**config.mk**
```make
export PLATFORM = sky130hd
export DESIGN_NAME = cmps_core
export DESIGN_NICKNAME = d
export VERILOG_FILES = /design/src/cmps_pkg.sv /design/src/cmps_tmr_if.sv /design/src/cmps_osc.sv /design/src/cmps_softstart.sv /design/src/cmps_core.sv
export SDC_FILE = /design/constraint.sdc
export NUM_CORES = 1
export LEC_CHECK = 0
export BUFFER_PORTS_ARGS = -buffer_cell sky130_fd_sc_hd__buf_2
export CAP_MARGIN = 20
export CORE_UTILIZATION = 30
export DETAILED_ROUTE_END_ITERATION = 6
export GPL_ROUTABILITY_DRIVEN = 0
export SYNTH_ARGS = -nofsm -noshare
export SYNTH_HDL_FRONTEND = slang
export SYNTH_SLANG_ARGS = --single-unit
```
**constraint.sdc**
```tcl
create_clock -name mclk -period 8.9 [get_ports mclk]
set_input_delay 1.78 -clock mclk [delete_from_list [all_inputs] [get_ports mclk]]
set_output_delay 1.78 -clock mclk [all_outputs]
set_load 0.03 [all_outputs]
```
**src/cmps_pkg.sv**
```systemverilog
// constants, timing counts and types for the current-mode pwm core
// assumes a single 50 MHz clock and adc codes sampled on that clock
package cmps_pkg;
  // clock
  localparam int CLK_MHZ        = 50;
  localparam int CLK_PERIOD_NS  = 20;
  // oscillator and jitter
  localparam int OSC_FREQ_KHZ   = 100;
  localparam int OSC_PERIOD_CYC = CLK_MHZ * 1000 / OSC_FREQ_KHZ;
  localparam int JIT_DEV_KHZ    = 4;
  localparam int JIT_SPAN_CYC   = OSC_PERIOD_CYC * JIT_DEV_KHZ / OSC_FREQ_KHZ;
  localparam int JIT_PERIOD_MS  = 4;
  localparam int JIT_PERIOD_CYC = JIT_PERIOD_MS * CLK_MHZ * 1000;
  localparam int JIT_DIV_OSC    = JIT_PERIOD_CYC / (OSC_PERIOD_CYC * 4 * JIT_SPAN_CYC);
  localparam int DMAX_NUM       = 3;
  localparam int DMAX_SH        = 2;
  localparam int OSC_W          = 10;
  // minimum turn-on delay and blanking, least times rounded up
  localparam int MIN_ON_DELAY_NS  = 156;
  localparam int MIN_ON_DELAY_CYC = (MIN_ON_DELAY_NS + CLK_PERIOD_NS - 1) / CLK_PERIOD_NS;
  localparam int LEB_NORMAL_NS    = 220;
  localparam int LEB_NORMAL_CYC   = (LEB_NORMAL_NS + CLK_PERIOD_NS - 1) / CLK_PERIOD_NS;
  localparam int LEB_BURST_NS     = 180;
  localparam int LEB_BURST_CYC    = (LEB_BURST_NS + CLK_PERIOD_NS - 1) / CLK_PERIOD_NS;
  localparam int LEB_W            = 4;
  // soft start
  localparam int SOFT_STEPS     = 32;
  localparam int SOFT_STEP_W    = 5;
  localparam int SOFT_STEP_US   = 300;
  localparam int SOFT_STEP_CYC  = SOFT_STEP_US * CLK_MHZ;
  localparam int SOFT_TOTAL_MS  = 10;
  localparam int SOFT_TOTAL_CYC = SOFT_TOTAL_MS * CLK_MHZ * 1000;
  localparam int SOFT_LSB_SH    = 7;
  // sense path scaling: gain 3.25 as 13/4
  localparam int SENSE_W        = 10;
  localparam int LVL_W          = 14;
  localparam int GAIN_NUM       = 13;
  localparam int GAIN_SH        = 2;
  localparam int SENSE_LSB_UV   = 1000;
  localparam int SLOPE_MV_PER_US = 50;
  localparam int SLOPE_CODE_PER_CYC = SLOPE_MV_PER_US * CLK_PERIOD_NS / SENSE_LSB_UV;
  localparam int LL_RAMP_CODE_PER_CYC = 1;
  // peak limit thresholds and two-curve compensation
  localparam logic [SENSE_W-1:0] PEAK_LIMIT_CODE  = 10'h2EE;
  localparam logic [SENSE_W-1:0] BURST_LIMIT_CODE = 10'h0D2;
  localparam int RAMP_LONG_US   = 4;
  localparam int RAMP_LONG_CYC  = RAMP_LONG_US * CLK_MHZ;
  localparam int K_SHORT_SH     = 2;
  localparam int K_LONG_SH      = 1;
  localparam int ON_W           = 10;
  // soft start sequencer states
  typedef enum logic [1:0] {SS_IDLE, SS_RAMP, SS_DONE} cmps_ss_state_t;
endpackage

```
**src/cmps_tmr_if.sv**
```systemverilog
// timing signals shared by oscillator, soft-start counter and core
// assumes all three sit on the same mclk domain
`timescale 1ns/1ps
interface cmps_tmr_if;
  logic                          cycle_start;
  logic                          on_phase;
  logic                          delay_done;
  logic                          jitter_en;
  logic                          soft_run;
  logic                          soft_restart;
  logic [cmps_pkg::SOFT_STEP_W-1:0] soft_step;
  logic                          soft_active;
  logic                          soft_done;
  modport osc_mp  (input jitter_en, output cycle_start, on_phase, delay_done);
  modport soft_mp (input soft_run, soft_restart, output soft_step, soft_active, soft_done);
  modport core_mp (input cycle_start, on_phase, delay_done, soft_step, soft_active, soft_done,
                   output jitter_en, soft_run, soft_restart);
endinterface

```
**src/cmps_osc.sv**
```systemverilog
// fixed-frequency oscillator with triangular period jitter and duty limit
// assumes mclk at 50 MHz and a synchronous active-low reset
`timescale 1ns/1ps
module cmps_osc (
  input wire logic    mclk,
  input wire logic    rstn,
  input wire logic    ce,
  cmps_tmr_if.osc_mp  tif
);
  localparam logic [cmps_pkg::OSC_W-1:0] BASE_PER = cmps_pkg::OSC_W'(cmps_pkg::OSC_PERIOD_CYC);
  localparam logic signed [6:0]          SPAN     = 7'(cmps_pkg::JIT_SPAN_CYC);
  localparam logic [2:0]                 DIV_LAST = 3'(cmps_pkg::JIT_DIV_OSC - 1);

  logic [cmps_pkg::OSC_W-1:0] cnt_ff;
  logic [cmps_pkg::OSC_W-1:0] period_ff;
  logic signed [6:0]          jit_ff;
  logic                       jit_up_ff;
  logic [2:0]                 div_ff;
  logic                       wrap;
  logic [cmps_pkg::OSC_W+1:0] dmax_prod;
  logic [cmps_pkg::OSC_W-1:0] dmax_cnt;

  assign wrap      = (cnt_ff >= period_ff - 10'h001);
  assign dmax_prod = 12'(period_ff) * 12'(cmps_pkg::DMAX_NUM);
  assign dmax_cnt  = dmax_prod[cmps_pkg::OSC_W+1:cmps_pkg::DMAX_SH];

  // period counter, new period taken at each wrap
  always_ff @(posedge mclk) begin
    if (!rstn) begin
      cnt_ff    <= 10'h000;
      period_ff <= BASE_PER;
    end else if (ce) begin
      if (wrap) begin
        cnt_ff    <= 10'h000;
        period_ff <= BASE_PER + 10'(jit_ff);
      end else begin
        cnt_ff <= cnt_ff + 10'h001;
      end
    end
  end

  always_ff @(posedge mclk) begin
    if (!rstn) begin
      jit_ff    <= 7'sh00;
      jit_up_ff <= 1'b1;
      div_ff    <= 3'h0;
    end else if (ce && wrap) begin
      if (!tif.jitter_en) begin
        jit_ff    <= 7'sh00;
        jit_up_ff <= 1'b1;
        div_ff    <= 3'h0;
      end else if (div_ff != DIV_LAST) begin
        div_ff <= div_ff + 3'h1;
      end else begin
        div_ff <= 3'h0;
        if (jit_up_ff) begin
          jit_ff <= jit_ff + 7'sh01;
          if (jit_ff == SPAN - 7'sh01) jit_up_ff <= 1'b0;
        end else begin
          jit_ff <= jit_ff - 7'sh01;
          if (jit_ff == 7'sh01 - SPAN) jit_up_ff <= 1'b1;
        end
      end
    end
  end

  // trigger, 0.75 duty window and minimum turn-on delay
  // on phase ends at three quarters
  assign tif.cycle_start = (cnt_ff == 10'h000);
  assign tif.on_phase    = (cnt_ff < dmax_cnt);
  assign tif.delay_done  = (cnt_ff >= 10'(cmps_pkg::MIN_ON_DELAY_CYC));
endmodule

```
**src/cmps_softstart.sv**
```systemverilog
// 32-step soft-start counter with completion timer
// assumes soft_run is a synchronised level and soft_restart a one-cycle pulse
`timescale 1ns/1ps
module cmps_softstart #(
  parameter int STEP_CYC  = cmps_pkg::SOFT_STEP_CYC,
  parameter int TOTAL_CYC = cmps_pkg::SOFT_TOTAL_CYC
) (
  input wire logic     mclk,
  input wire logic     rstn,
  input wire logic     ce,
  cmps_tmr_if.soft_mp  tif
);
  localparam int PW = $clog2(STEP_CYC + 1);
  localparam int TW = $clog2(TOTAL_CYC + 1);
  localparam logic [cmps_pkg::SOFT_STEP_W-1:0] STEP_MAX = 5'(cmps_pkg::SOFT_STEPS - 1);

  if (STEP_CYC < 1 || STEP_CYC * (cmps_pkg::SOFT_STEPS - 1) >= TOTAL_CYC) begin : g_bad
    $error("soft start step time does not fit the total time");
  end

  cmps_pkg::cmps_ss_state_t      state_ff;
  logic [PW-1:0]                 pre_ff;
  logic [TW-1:0]                 tot_ff;
  logic [cmps_pkg::SOFT_STEP_W-1:0] step_ff;
  logic                          run_q_ff;

  // sequencer: starts on supply good or restart, clears when supply drops
  always_ff @(posedge mclk) begin
    if (!rstn) begin
      state_ff <= cmps_pkg::SS_IDLE;
      pre_ff   <= '0;
      tot_ff   <= '0;
      step_ff  <= '0;
      run_q_ff <= 1'b0;
    end else if (ce) begin
      run_q_ff <= tif.soft_run;
      if (!tif.soft_run) begin
        state_ff <= cmps_pkg::SS_IDLE;
        pre_ff   <= '0;
        tot_ff   <= '0;
        step_ff  <= '0;
      end else if (!run_q_ff || tif.soft_restart) begin
        state_ff <= cmps_pkg::SS_RAMP;
        pre_ff   <= '0;
        tot_ff   <= '0;
        step_ff  <= '0;
      end else begin
        unique case (state_ff)
          cmps_pkg::SS_RAMP: begin
            if (tot_ff == TW'(TOTAL_CYC - 1)) state_ff <= cmps_pkg::SS_DONE;
            tot_ff <= tot_ff + TW'(1);
            if (pre_ff == PW'(STEP_CYC - 1)) begin
              pre_ff <= '0;
              if (step_ff != STEP_MAX) step_ff <= step_ff + 5'h01;
            end else begin
              pre_ff <= pre_ff + PW'(1);
            end
          end
          cmps_pkg::SS_IDLE: begin
            state_ff <= cmps_pkg::SS_IDLE;
          end
          cmps_pkg::SS_DONE: begin
            state_ff <= cmps_pkg::SS_DONE;
          end
        endcase
      end
    end
  end

  assign tif.soft_step   = step_ff;
  assign tif.soft_active = (state_ff == cmps_pkg::SS_RAMP);
  assign tif.soft_done   = (state_ff == cmps_pkg::SS_DONE);
endmodule

```
**src/cmps_core.sv**
```systemverilog
// current-mode pwm core with soft start, slope compensation and peak limiting
// assumes sense and feedback codes come from converters clocked by mclk;
// supply threshold flags are asynchronous and are synchronised here
`timescale 1ns/1ps
module cmps_core #(
  parameter int SOFT_STEP_CYC  = cmps_pkg::SOFT_STEP_CYC,
  parameter int SOFT_TOTAL_CYC = cmps_pkg::SOFT_TOTAL_CYC
) (
  input  wire logic                          mclk,
  input  wire logic                          rstn,
  input  wire logic                          ce,
  input  wire logic                          vcc_above_on_raw,
  input  wire logic                          vcc_below_off_raw,
  input  wire logic                          burst_mode,
  input  wire logic                          restart_req,
  input  wire logic [cmps_pkg::SENSE_W-1:0]  sense_code,
  input  wire logic [cmps_pkg::LVL_W-1:0]    feedback_level_pin,
  output logic                               gate_drive_ff,
  output logic                               ramp_reset_switch_ff,
  output logic                               slope_comp_on_ff,
  output logic                               edge_blank_window_ff,
  output logic                               burst_limit_gate_ff,
  output logic                               soft_sink_on_ff,
  output logic                               soft_done_ff,
  output logic [cmps_pkg::SOFT_STEP_W-1:0]   soft_ramp_level_ff,
  output logic                               limit_trip_ff
);
  localparam int SW = cmps_pkg::SENSE_W;
  localparam int LW = cmps_pkg::LVL_W;

  cmps_tmr_if tif ();

  cmps_osc u_osc (
    .mclk (mclk),
    .rstn (rstn),
    .ce   (ce),
    .tif  (tif.osc_mp)
  );

  cmps_softstart #(
    .STEP_CYC  (SOFT_STEP_CYC),
    .TOTAL_CYC (SOFT_TOTAL_CYC)
  ) u_soft (
    .mclk (mclk),
    .rstn (rstn),
    .ce   (ce),
    .tif  (tif.soft_mp)
  );

  // dynamic limit: base lowered by slope times curve gain, capped at half
  function automatic logic [SW-1:0] comp_thr(
    input logic [SW-1:0] base,
    input logic [SW-1:0] ds,
    input logic          long_ramp
  );
    logic [15:0] corr;
    logic [15:0] cap;
    corr = 16'(ds) << (long_ramp ? cmps_pkg::K_LONG_SH : cmps_pkg::K_SHORT_SH);
    cap  = 16'(base >> 1);
    if (corr > cap) corr = cap;
    return base - corr[SW-1:0];
  endfunction

  logic                vcc_on_s1_ff;
  logic                vcc_on_s2_ff;
  logic                vcc_off_s1_ff;
  logic                vcc_off_s2_ff;
  logic                run_ff;
  logic                latch_ff;
  logic [LW-1:0]       ll_ramp_ff;
  logic [LW-1:0]       slope_ff;
  logic [cmps_pkg::LEB_W-1:0] blank_ff;
  logic [SW-1:0]       sense_prev_ff;
  logic [cmps_pkg::ON_W-1:0]  on_cnt_ff;
  logic                ramp_long_ff;

  logic [15:0]         amp_prod;
  logic [LW-1:0]       amp_lvl;
  logic [LW-1:0]       sum_lvl;
  logic [LW-1:0]       soft_lvl;
  logic [SW-1:0]       dslope;
  logic [SW-1:0]       thr_peak;
  logic [SW-1:0]       thr_burst;
  logic                sense_valid;
  logic                duty_trip;
  logic                soft_trip;
  logic                peak_trip;
  logic                burst_trip;
  logic                latch_clear;
  logic                nxt_latch;
  logic                nxt_gate;

  // supply flags cross into mclk through two flops
  always_ff @(posedge mclk) begin
    if (!rstn) begin
      vcc_on_s1_ff  <= 1'b0;
      vcc_on_s2_ff  <= 1'b0;
      vcc_off_s1_ff <= 1'b1;
      vcc_off_s2_ff <= 1'b1;
    end else if (ce) begin
      vcc_on_s1_ff  <= vcc_above_on_raw;
      vcc_on_s2_ff  <= vcc_on_s1_ff;
      vcc_off_s1_ff <= vcc_below_off_raw;
      vcc_off_s2_ff <= vcc_off_s1_ff;
    end
  end

  // undervoltage lockout with hysteresis: on at turn-on, off below off level
  always_ff @(posedge mclk) begin
    if (!rstn) begin
      run_ff <= 1'b0;
    end else if (ce) begin
      if (vcc_off_s2_ff) run_ff <= 1'b0;
      else if (vcc_on_s2_ff) run_ff <= 1'b1;
    end
  end

  // soft start follows the lockout state; restarts rerun it
  assign tif.soft_run     = run_ff;
  assign tif.soft_restart = restart_req;
  assign tif.jitter_en    = run_ff & tif.soft_done;

  always_ff @(posedge mclk) begin
    if (!rstn) begin
      ll_ramp_ff <= '0;
    end else if (ce) begin
      if (!tif.on_phase || tif.cycle_start) ll_ramp_ff <= '0;
      else ll_ramp_ff <= ll_ramp_ff + LW'(cmps_pkg::LL_RAMP_CODE_PER_CYC);
    end
  end

  always_ff @(posedge mclk) begin
    if (!rstn) begin
      slope_ff <= '0;
    end else if (ce) begin
      if (gate_drive_ff && !burst_mode) slope_ff <= slope_ff + LW'(cmps_pkg::SLOPE_CODE_PER_CYC);
      else slope_ff <= '0;
    end
  end

  always_ff @(posedge mclk) begin
    if (!rstn) begin
      blank_ff <= '0;
    end else if (ce) begin
      if (nxt_gate && !gate_drive_ff) begin
        blank_ff <= burst_mode ? cmps_pkg::LEB_W'(cmps_pkg::LEB_BURST_CYC)
                               : cmps_pkg::LEB_W'(cmps_pkg::LEB_NORMAL_CYC);
      end else if (blank_ff != '0) begin
        blank_ff <= blank_ff - 4'h1;
      end
    end
  end

  // ramp time of last on-time picks the curve
  always_ff @(posedge mclk) begin
    if (!rstn) begin
      on_cnt_ff     <= '0;
      ramp_long_ff  <= 1'b0;
      sense_prev_ff <= '0;
    end else if (ce) begin
      sense_prev_ff <= sense_code;
      if (gate_drive_ff) begin
        if (on_cnt_ff != '1) on_cnt_ff <= on_cnt_ff + 10'h001;
      end else begin
        on_cnt_ff <= '0;
      end
      if (gate_drive_ff && !nxt_gate) begin
        ramp_long_ff <= (on_cnt_ff >= 10'(cmps_pkg::RAMP_LONG_CYC));
      end
    end
  end

  // gain of 13/4 on raw sense, trips masked by blanking
  assign amp_prod = 16'(sense_code) * 16'(cmps_pkg::GAIN_NUM);
  assign amp_lvl  = amp_prod[LW+cmps_pkg::GAIN_SH-1:cmps_pkg::GAIN_SH];
  assign sum_lvl  = amp_lvl + ll_ramp_ff + slope_ff;
  assign soft_lvl = LW'(tif.soft_step) << cmps_pkg::SOFT_LSB_SH;

  // rising sense per cycle, negative slopes count as flat
  assign dslope = (sense_code > sense_prev_ff) ? sense_code - sense_prev_ff : '0;

  assign thr_peak  = comp_thr(cmps_pkg::PEAK_LIMIT_CODE, dslope, ramp_long_ff);
  assign thr_burst = comp_thr(cmps_pkg::BURST_LIMIT_CODE, dslope, ramp_long_ff);

  assign sense_valid = gate_drive_ff && (blank_ff == '0);
  assign duty_trip   = sense_valid && (sum_lvl > feedback_level_pin);
  assign soft_trip   = sense_valid && tif.soft_active && (sum_lvl > soft_lvl);
  assign peak_trip   = sense_valid && (sense_code > thr_peak);
  // burst limit gated by burst flag
  assign burst_trip  = sense_valid && burst_mode && (sense_code > thr_burst);

  // any clear source resets the latch
  assign latch_clear = duty_trip | soft_trip | peak_trip | burst_trip | !tif.on_phase | !run_ff;
  assign nxt_latch   = latch_clear ? 1'b0 : (tif.cycle_start ? 1'b1 : latch_ff);
  // gate qualified by delay, duty and supply
  assign nxt_gate    = nxt_latch && tif.delay_done && tif.on_phase && run_ff;

  // pulse width latch and gate drive
  always_ff @(posedge mclk) begin
    if (!rstn) begin
      latch_ff      <= 1'b0;
      gate_drive_ff <= 1'b0;
    end else if (ce) begin
      latch_ff      <= nxt_latch;
      gate_drive_ff <= nxt_gate;
    end
  end

  // status outputs registered from internal state and the burst flag
  always_ff @(posedge mclk) begin
    if (!rstn) begin
      ramp_reset_switch_ff <= 1'b1;
      slope_comp_on_ff     <= 1'b0;
      edge_blank_window_ff <= 1'b0;
      burst_limit_gate_ff  <= 1'b0;
      limit_trip_ff        <= 1'b0;
    end else if (ce) begin
      ramp_reset_switch_ff <= !tif.on_phase;           // ramp held closed
      slope_comp_on_ff     <= nxt_gate && !burst_mode;
      edge_blank_window_ff <= (nxt_gate && !gate_drive_ff) || (blank_ff > 4'h1);
      burst_limit_gate_ff  <= burst_mode;
      limit_trip_ff        <= peak_trip | burst_trip;  // one-cycle pulse
    end
  end

  // sink runs only while soft start active
  always_ff @(posedge mclk) begin
    if (!rstn) begin
      soft_sink_on_ff    <= 1'b0;
      soft_done_ff       <= 1'b0;
      soft_ramp_level_ff <= '0;
    end else if (ce) begin
      soft_sink_on_ff    <= tif.soft_active;
      soft_done_ff       <= tif.soft_done;
      soft_ramp_level_ff <= tif.soft_step;
    end
  end
endmodule

```
# Word level (Yosys, flattened, before mapping)
# Cells that the tools add are included.
classes:
  n_mux: 42
  n_eq_ne: 15
  add_sub_neg: 18
  bitwise: 7
  shift: 1
  order_cmp: 12
  n_mul: 2
  reduce_logical: 39
op_table:
  columns: ["operator", "count"]
  rows:
  - ["14-bit two-way mux", 6]
  - ["10-bit two-way mux", 6]
  - ["19-bit two-way mux", 3]
  - ["14-bit by 1-bit adder with 14-bit output, second input constant", 3]
  - ["10-bit greater-than comparator", 3]
  - ["5-bit two-way mux", 5]
  - ["7-bit two-way mux", 3]
  - ["10-bit by 1-bit adder with 10-bit output, second input constant", 2]
  - ["19-bit by 1-bit adder with 19-bit output, second input constant", 1]
  - ["19-bit == test, second input constant", 1]
  - ["16-bit by 7-bit greater-than comparator with 1-bit output, second input constant", 1]
  - ["16-bit by 9-bit greater-than comparator with 1-bit output, second input constant", 1]
  - ["2-bit AND reduction", 8]
  - ["10-bit by 2-bit << shifter with 16-bit output", 1]
  - ["1-bit logical AND", 15]
  - ["12-bit by 14-bit adder with 14-bit output", 1]
  - ["14-bit adder", 1]
  - ["14-bit == test, second input constant", 1]
  - ["7-bit by 6-bit == test with 1-bit output, second input constant", 2]
  - ["14-bit by 12-bit greater-than comparator with 1-bit output", 1]
  - ["14-bit greater-than comparator", 1]
  - ["10-bit by 4-bit multiplier with 14-bit output, second input constant", 1]
  - ["10-bit by 2-bit multiplier with 12-bit output, second input constant", 1]
  - ["9-bit by 10-bit adder with 10-bit output, first input constant", 1]
  - ["39 further kinds", 67]
word_totals:
  out_inout_bits: 13
  ff_bits: 144

# Depth between registers and ports, before layout
logic_depth:
  word_depth: 19
  depth_mapped: 30

# Hierarchy
# Synthesis repeated with hierarchy kept, for this count alone.
hier_totals:
  cells_unflattened: 1432
  area_unflattened_um2: 11674.9
by_module_without_submodules:
  columns: ["module", "instances", "seq_area_each_um2", "cells_each", "area_per_inst_um2"]
  rows:
  - ["cmps_core", 1, 1441.4, 855, 6780.3]
  - ["cmps_osc", 1, 620.6, 326, 2752.6]
  - ["cmps_softstart", 1, 820.8, 251, 2142.1]

# Worst setup path before layout
# OpenSTA, ideal clock, no wires.
synth_path:
  kind: "input-to-reg"
  from: "in sense_code[2] (netlist name)"
  to: "reg ramp_long_ff"
  path_stages: 25
  arrival_time_ns: 7.164
  setup_ns: 0.119
  t_required_ns: 8.781
  slack_ns: 1.617
  cell_sequence: "ha_1 -> inv_1 -> fa_1 -> inv_1 -> ha_1 -> nor2b_1 -> o21ai_0 -> a21oi_1 -> o21ai_0 -> a21oi_1 -> o21ai_0 -> nand2_1 -> o311ai_0 -> fa_1 -> ha_1 -> nand4_1 -> o31ai_1 -> xor2_1 -> ha_1 -> nand2_1 -> or3_1 -> o311ai_0 -> and4b_1 -> a31oi_1 -> o221a_2"
synth_via:
  elab_chain_cells: 19
synth_lines:
  columns: ["element", "line_no", "source"]
  rows:
  - ["from (decl)", "cmps_core.sv:16", "input wire logic [cmps_pkg::SENSE_W-1:0] sense_code,"]
  - ["parallel branches: the longest is 9 deep, another holds 10-bit by 4-bit multiplier with 14-bit output", null, null]
  - ["1-bit OR * (3 in a row)", "cmps_core.sv:193", "assign latch_clear = duty_trip | soft_trip | peak_trip | burst_trip | !tif.on_phase | !run_ff;"]
  - ["1-bit two-way mux *", "cmps_core.sv:194", "assign nxt_latch = latch_clear ? 1'b0 : (tif.cycle_start ? 1'b1 : latch_ff);"]
  - ["1-bit logical AND * (3 in a row)", "cmps_core.sv:196", "assign nxt_gate = nxt_latch && tif.delay_done && tif.on_phase && run_ff;"]
  - ["1-bit logical NOT *", "cmps_core.sv:167", "if (gate_drive_ff && !nxt_gate) begin"]
  - ["1-bit logical AND *", "cmps_core.sv:167", null]
  - ["2-bit AND reduction (no line) *", null, null]
  - ["to (signal assigned)", "cmps_core.sv:168", "ramp_long_ff <= (on_cnt_ff >= 10'(cmps_pkg::RAMP_LONG_CYC));"]
  - ["to (decl)", "cmps_core.sv:75", "logic ramp_long_ff;"]
# Mark *: on every way between the ends.
# A chain may end at the register's enable or synchronous reset.

# Worst setup path in the final report
# Same ends and word-level chain as after synthesis.

==> flow_summary_export.csv <==
group,metric,value,unit
hold_path,hold_class,"reg -> reg",
routing,avgRoutedWirePerCell,13.6,µm
setup_path,critPathTopFamily,"compound AO/OA/AOI/OAI gates",
yosys,synthCells,1413,
setup_path,reg2reg_to,"ramp_long_ff$_SDFFE_PN0P_",
timing,tightest_slew,903,ps
power,power.switching,632,µW
die,ios,44,
power,fin_total_pwr,2000,µW
hold_path,min_delay_path_depth,2,
yosys,yosys_most_used_dff,"dfxtp_1",
timing,period_minus_slack,7920,ps
power,clock_power_share,0.376,
grt,grt_start_max_net_pins,78,
placed_design,portBuffers,43,
routing,via_count,9716,
hold_path,hold_start,"u_soft.tot_ff[18]$_SDFFE_PN0P_",
yosys,avgSynthCellArea,8.10,µm²
clock_network,cts_tree,"yes",
timing,fin_skew,11.1,ps
clock_network,cts_sinks,144,
grt,antenna_found_initial,0,
yosys,synthArstFlopShare,0,
die,die_x,197,µm
clock_network,cts_inserted_buffers,17,
power,p_sw_frac,0.316,
clock_network,cts_setup_buffers,0,
setup_path,cp_max_fo,7,
timing,period_share,0.890,
setup_path,cp-end-kind,"flop",
yosys,ys_seq_area_frac,0.252,
yosys,synth_edf_count,0,
placed_design,hpwl,20.1,mm
run,maxCapViolCount,0,
clock_network,postCtsHoldBufs,0,
die,core-area,37600,µm²
grt,grt_usage,0.141,
routing,antenna_left,0,
status,status,"finished, final reports clean",
timing,setup_viol,0,
timing,max_freq,126,MHz
timing,slew_headroom,0.398,
clock_network,clk_pin_slew_worst_paths,60,ps
yosys,synth_cell_types,72,
grt,grt_pass1_vias,9337,
setup_path,worstPathRequired,9210,ps
routing,drt-initial-drc-count,478,
yosys,syn_area,11400,µm²
setup_path,slowest_delay,510,ps
die,start_util,0.304,
finish,drive_gt1_frac,0.0613,
routing,drc,0,
power,p_int,1370,µW
setup_path,cp-start-kind,"input pin",
routing,drt_first_pass_iters,5,
power,pwr-share-seq,0.338,
setup_path,slowest_stage,"fa_1",
setup_path,startpoint,"sense_code[2]",
clock_network,ctsResizeCount,0,
power,p_leak,0.00542,µW
setup_path,crit_path_end,"ramp_long_ff$_SDFFE_PN0P_",
setup_path,r2r_cells,22,
finish,antenna_cells,0,
yosys,yosys_warnings,0,
setup_path,worst-path-buf-inv,3,
setup_path,crit_type,"in -> reg",
setup_path,cp_num_cells,26,
setup_path,r2r-start,"sense_prev_ff[1]$_SDFFE_PN0P_",
clock_network,max-clock-path-buffers,2,
setup_path,critPathMostFrequentCell,"ha_1",
finish,syn2layout_area_growth,11.8,%
grt,grt_overflow,0,
clock_network,ctsRootBufferMaster,"clkbuf_16",
die,die_area,38900,µm²
yosys,ys_ff_latch,144,
setup_path,reg2reg_slack,3100,ps
clock_network,clkLatencyLatePin,430,ps
timing,setup_tns,0,ps
power,power.density,156,nW/µm²
timing,hold_viol_final,0,
routing,vias_per_cell,4.95,
clock_network,htree_levels,4,
setup_path,critPathArrivalTime,8240,ps
timing,slew_violations,0,
power,pwr-share-comb,0.286,
routing,wirelength,26.8,mm
timing,grt_setup_unrepaired,"false",
die,die_height,197,µm
finish,nNetsFinal,1644,
power,vdd_ir_drop_max,95.7,µV
die,rows,71,
grt,grt_first_pass_wirelength,45.2,mm
-- worst reg2reg max path, stage by stage, from the launching register on --
cell	delay [ps]
dfxtp_1	340
inv_1	80
ha_1	300
nor2b_4	140
o21a_4	200
o2111a_1	220
a311oi_1	560
a21oi_1	340
nand4_1	230
nand2_1	180
or2_1	290
ha_1	230
nor3_1	320
o21bai_1	130
xnor2_1	140
nor4_1	320
ha_1	190
nand4_1	120
o311ai_0	370
o22a_1	280
and4b_1	330
a31oi_1	110
o221a_2	280
-- power by group through the flow --
stage                     Sequential, µW  Combinational [µW]  Clock [µW]
after floorplan                      689                 429           0
after CTS                            675                 571         768
after global placement               689                 553           0
after detailed placement             689                 565           0
final                                675                 571         753
after global routing                 677                 650         797
-- worst min-delay path by stage --
stage                                           endpoint  slack (ps)
after global placement        vcc_off_s2_ff$_SDFFE_PN1P_         460
final                     u_soft.tot_ff[18]$_SDFFE_PN0P_         470
after detailed placement      vcc_off_s2_ff$_SDFFE_PN1P_         470
after CTS                 u_soft.tot_ff[18]$_SDFFE_PN0P_         480
after global routing          vcc_off_s2_ff$_SDFFE_PN1P_         510
after floorplan           u_soft.tot_ff[18]$_SDFFE_PN0P_         440
-- logic make-up after synthesis --
kind of cell             after synthesis  share of synthesized area
XOR/XNOR                             103                     0.0789
other                                  1                   0.000328
adder cells (fa/ha/maj)              172                      0.203
buffers and inverters                197                     0.0654
flip-flops                           144                      0.252
multiplexers                          29                     0.0255
AND/OR/NAND/NOR                      480                      0.210
AO/OA/AOI/OAI                        287                      0.164
-- area by class of cell --
class	count	area [µm²]
Fill cell	3934	24800
Multi-Input combinational cell	1073	7820
Sequential cell	144	2880
Tap cell	511	639
Inverter	158	593
Clock buffer	21	450
Timing Repair Buffer	47	245
Clock inverter	9	159
-- cell usage in the layout, fill, tap and decap left out, types with 28 or more instances in the layout --
cell type | synthesis | layout
inv_1 | 156 | 156
ha_1 | 149 | 149
dfxtp_1 | 144 | 144
nor2_1 | 126 | 126
nand2_1 | 106 | 106
a21oi_1 | 86 | 86
o21ai_0 | 58 | 58
xnor2_1 | 58 | 58
xor2_1 | 45 | 45
nor2b_1 | 43 | 43
buf_2 | 4 | 43
nand3_1 | 40 | 40
nand4_1 | 35 | 35
nor3_1 | 34 | 34
mux2i_1 | 28 | 28
-- synthesized netlist by cell type (9+ instances only) --
| library cell | count | area, µm² |
|---|---|---|
| inv_1 | 156 | 586 |
| ha_1 | 149 | 1860 |
| dfxtp_1 | 144 | 2880 |
| nor2_1 | 126 | 473 |
| nand2_1 | 106 | 398 |
| a21oi_1 | 86 | 430 |
| o21ai_0 | 58 | 290 |
| xnor2_1 | 58 | 508 |
| xor2_1 | 45 | 394 |
| nor2b_1 | 43 | 269 |
| nand3_1 | 40 | 200 |
| nand4_1 | 35 | 219 |
| nor3_1 | 34 | 170 |
| clkbuf_1 | 33 | 124 |
| mux2i_1 | 28 | 280 |
| fa_1 | 23 | 460 |
| a21boi_0 | 18 | 135 |
| and3_1 | 18 | 113 |
| or3_1 | 14 | 87.6 |
| a21o_1 | 13 | 97.6 |
| and2_1 | 11 | 68.8 |
| a31oi_1 | 10 | 62.6 |
| nor4_1 | 10 | 62.6 |
| o21bai_1 | 10 | 75.1 |
| a211oi_1 | 9 | 67.6 |
| a311oi_1 | 9 | 78.8 |
| nand2b_1 | 9 | 56.3 |
-- sequential cells by signal, indices dropped and copies added, names as in the netlist, 2 cells and up --
signal	count
blank_ff	4
u_soft.tif.soft_step	5
u_osc.cnt_ff	10
ll_ramp_ff	14
sense_prev_ff	10
u_soft.pre_ff	14
u_osc.div_ff	3
slope_ff	14
on_cnt_ff	10
u_soft.tot_ff	19
u_osc.period_ff	10
u_osc.jit_ff	7
soft_ramp_level_ff	5
u_soft.state_ff	2
-- routing by layer --
layer,share of wire,track usage
met1,0.47,0.183
met2,0.48,0.244
met3,0.027,0.0193
met4,0.014,0.0362
met5,0,0
-- metrics by stage --
step	hold slack [ps]	util	area (µm²)	cells	worst slack (ps)
after floorplan	440	-	11400	1414	1620
after global placement	458	0.324	12200	1933	717
after detailed placement	467	0.324	12200	1933	474
after CTS	476	0.340	12800	1963	881
after global routing	510	0.340	12800	1963	427
final	472	0.340	12800	1963	975
No activity file was read; power rests on OpenSTA's default activity.
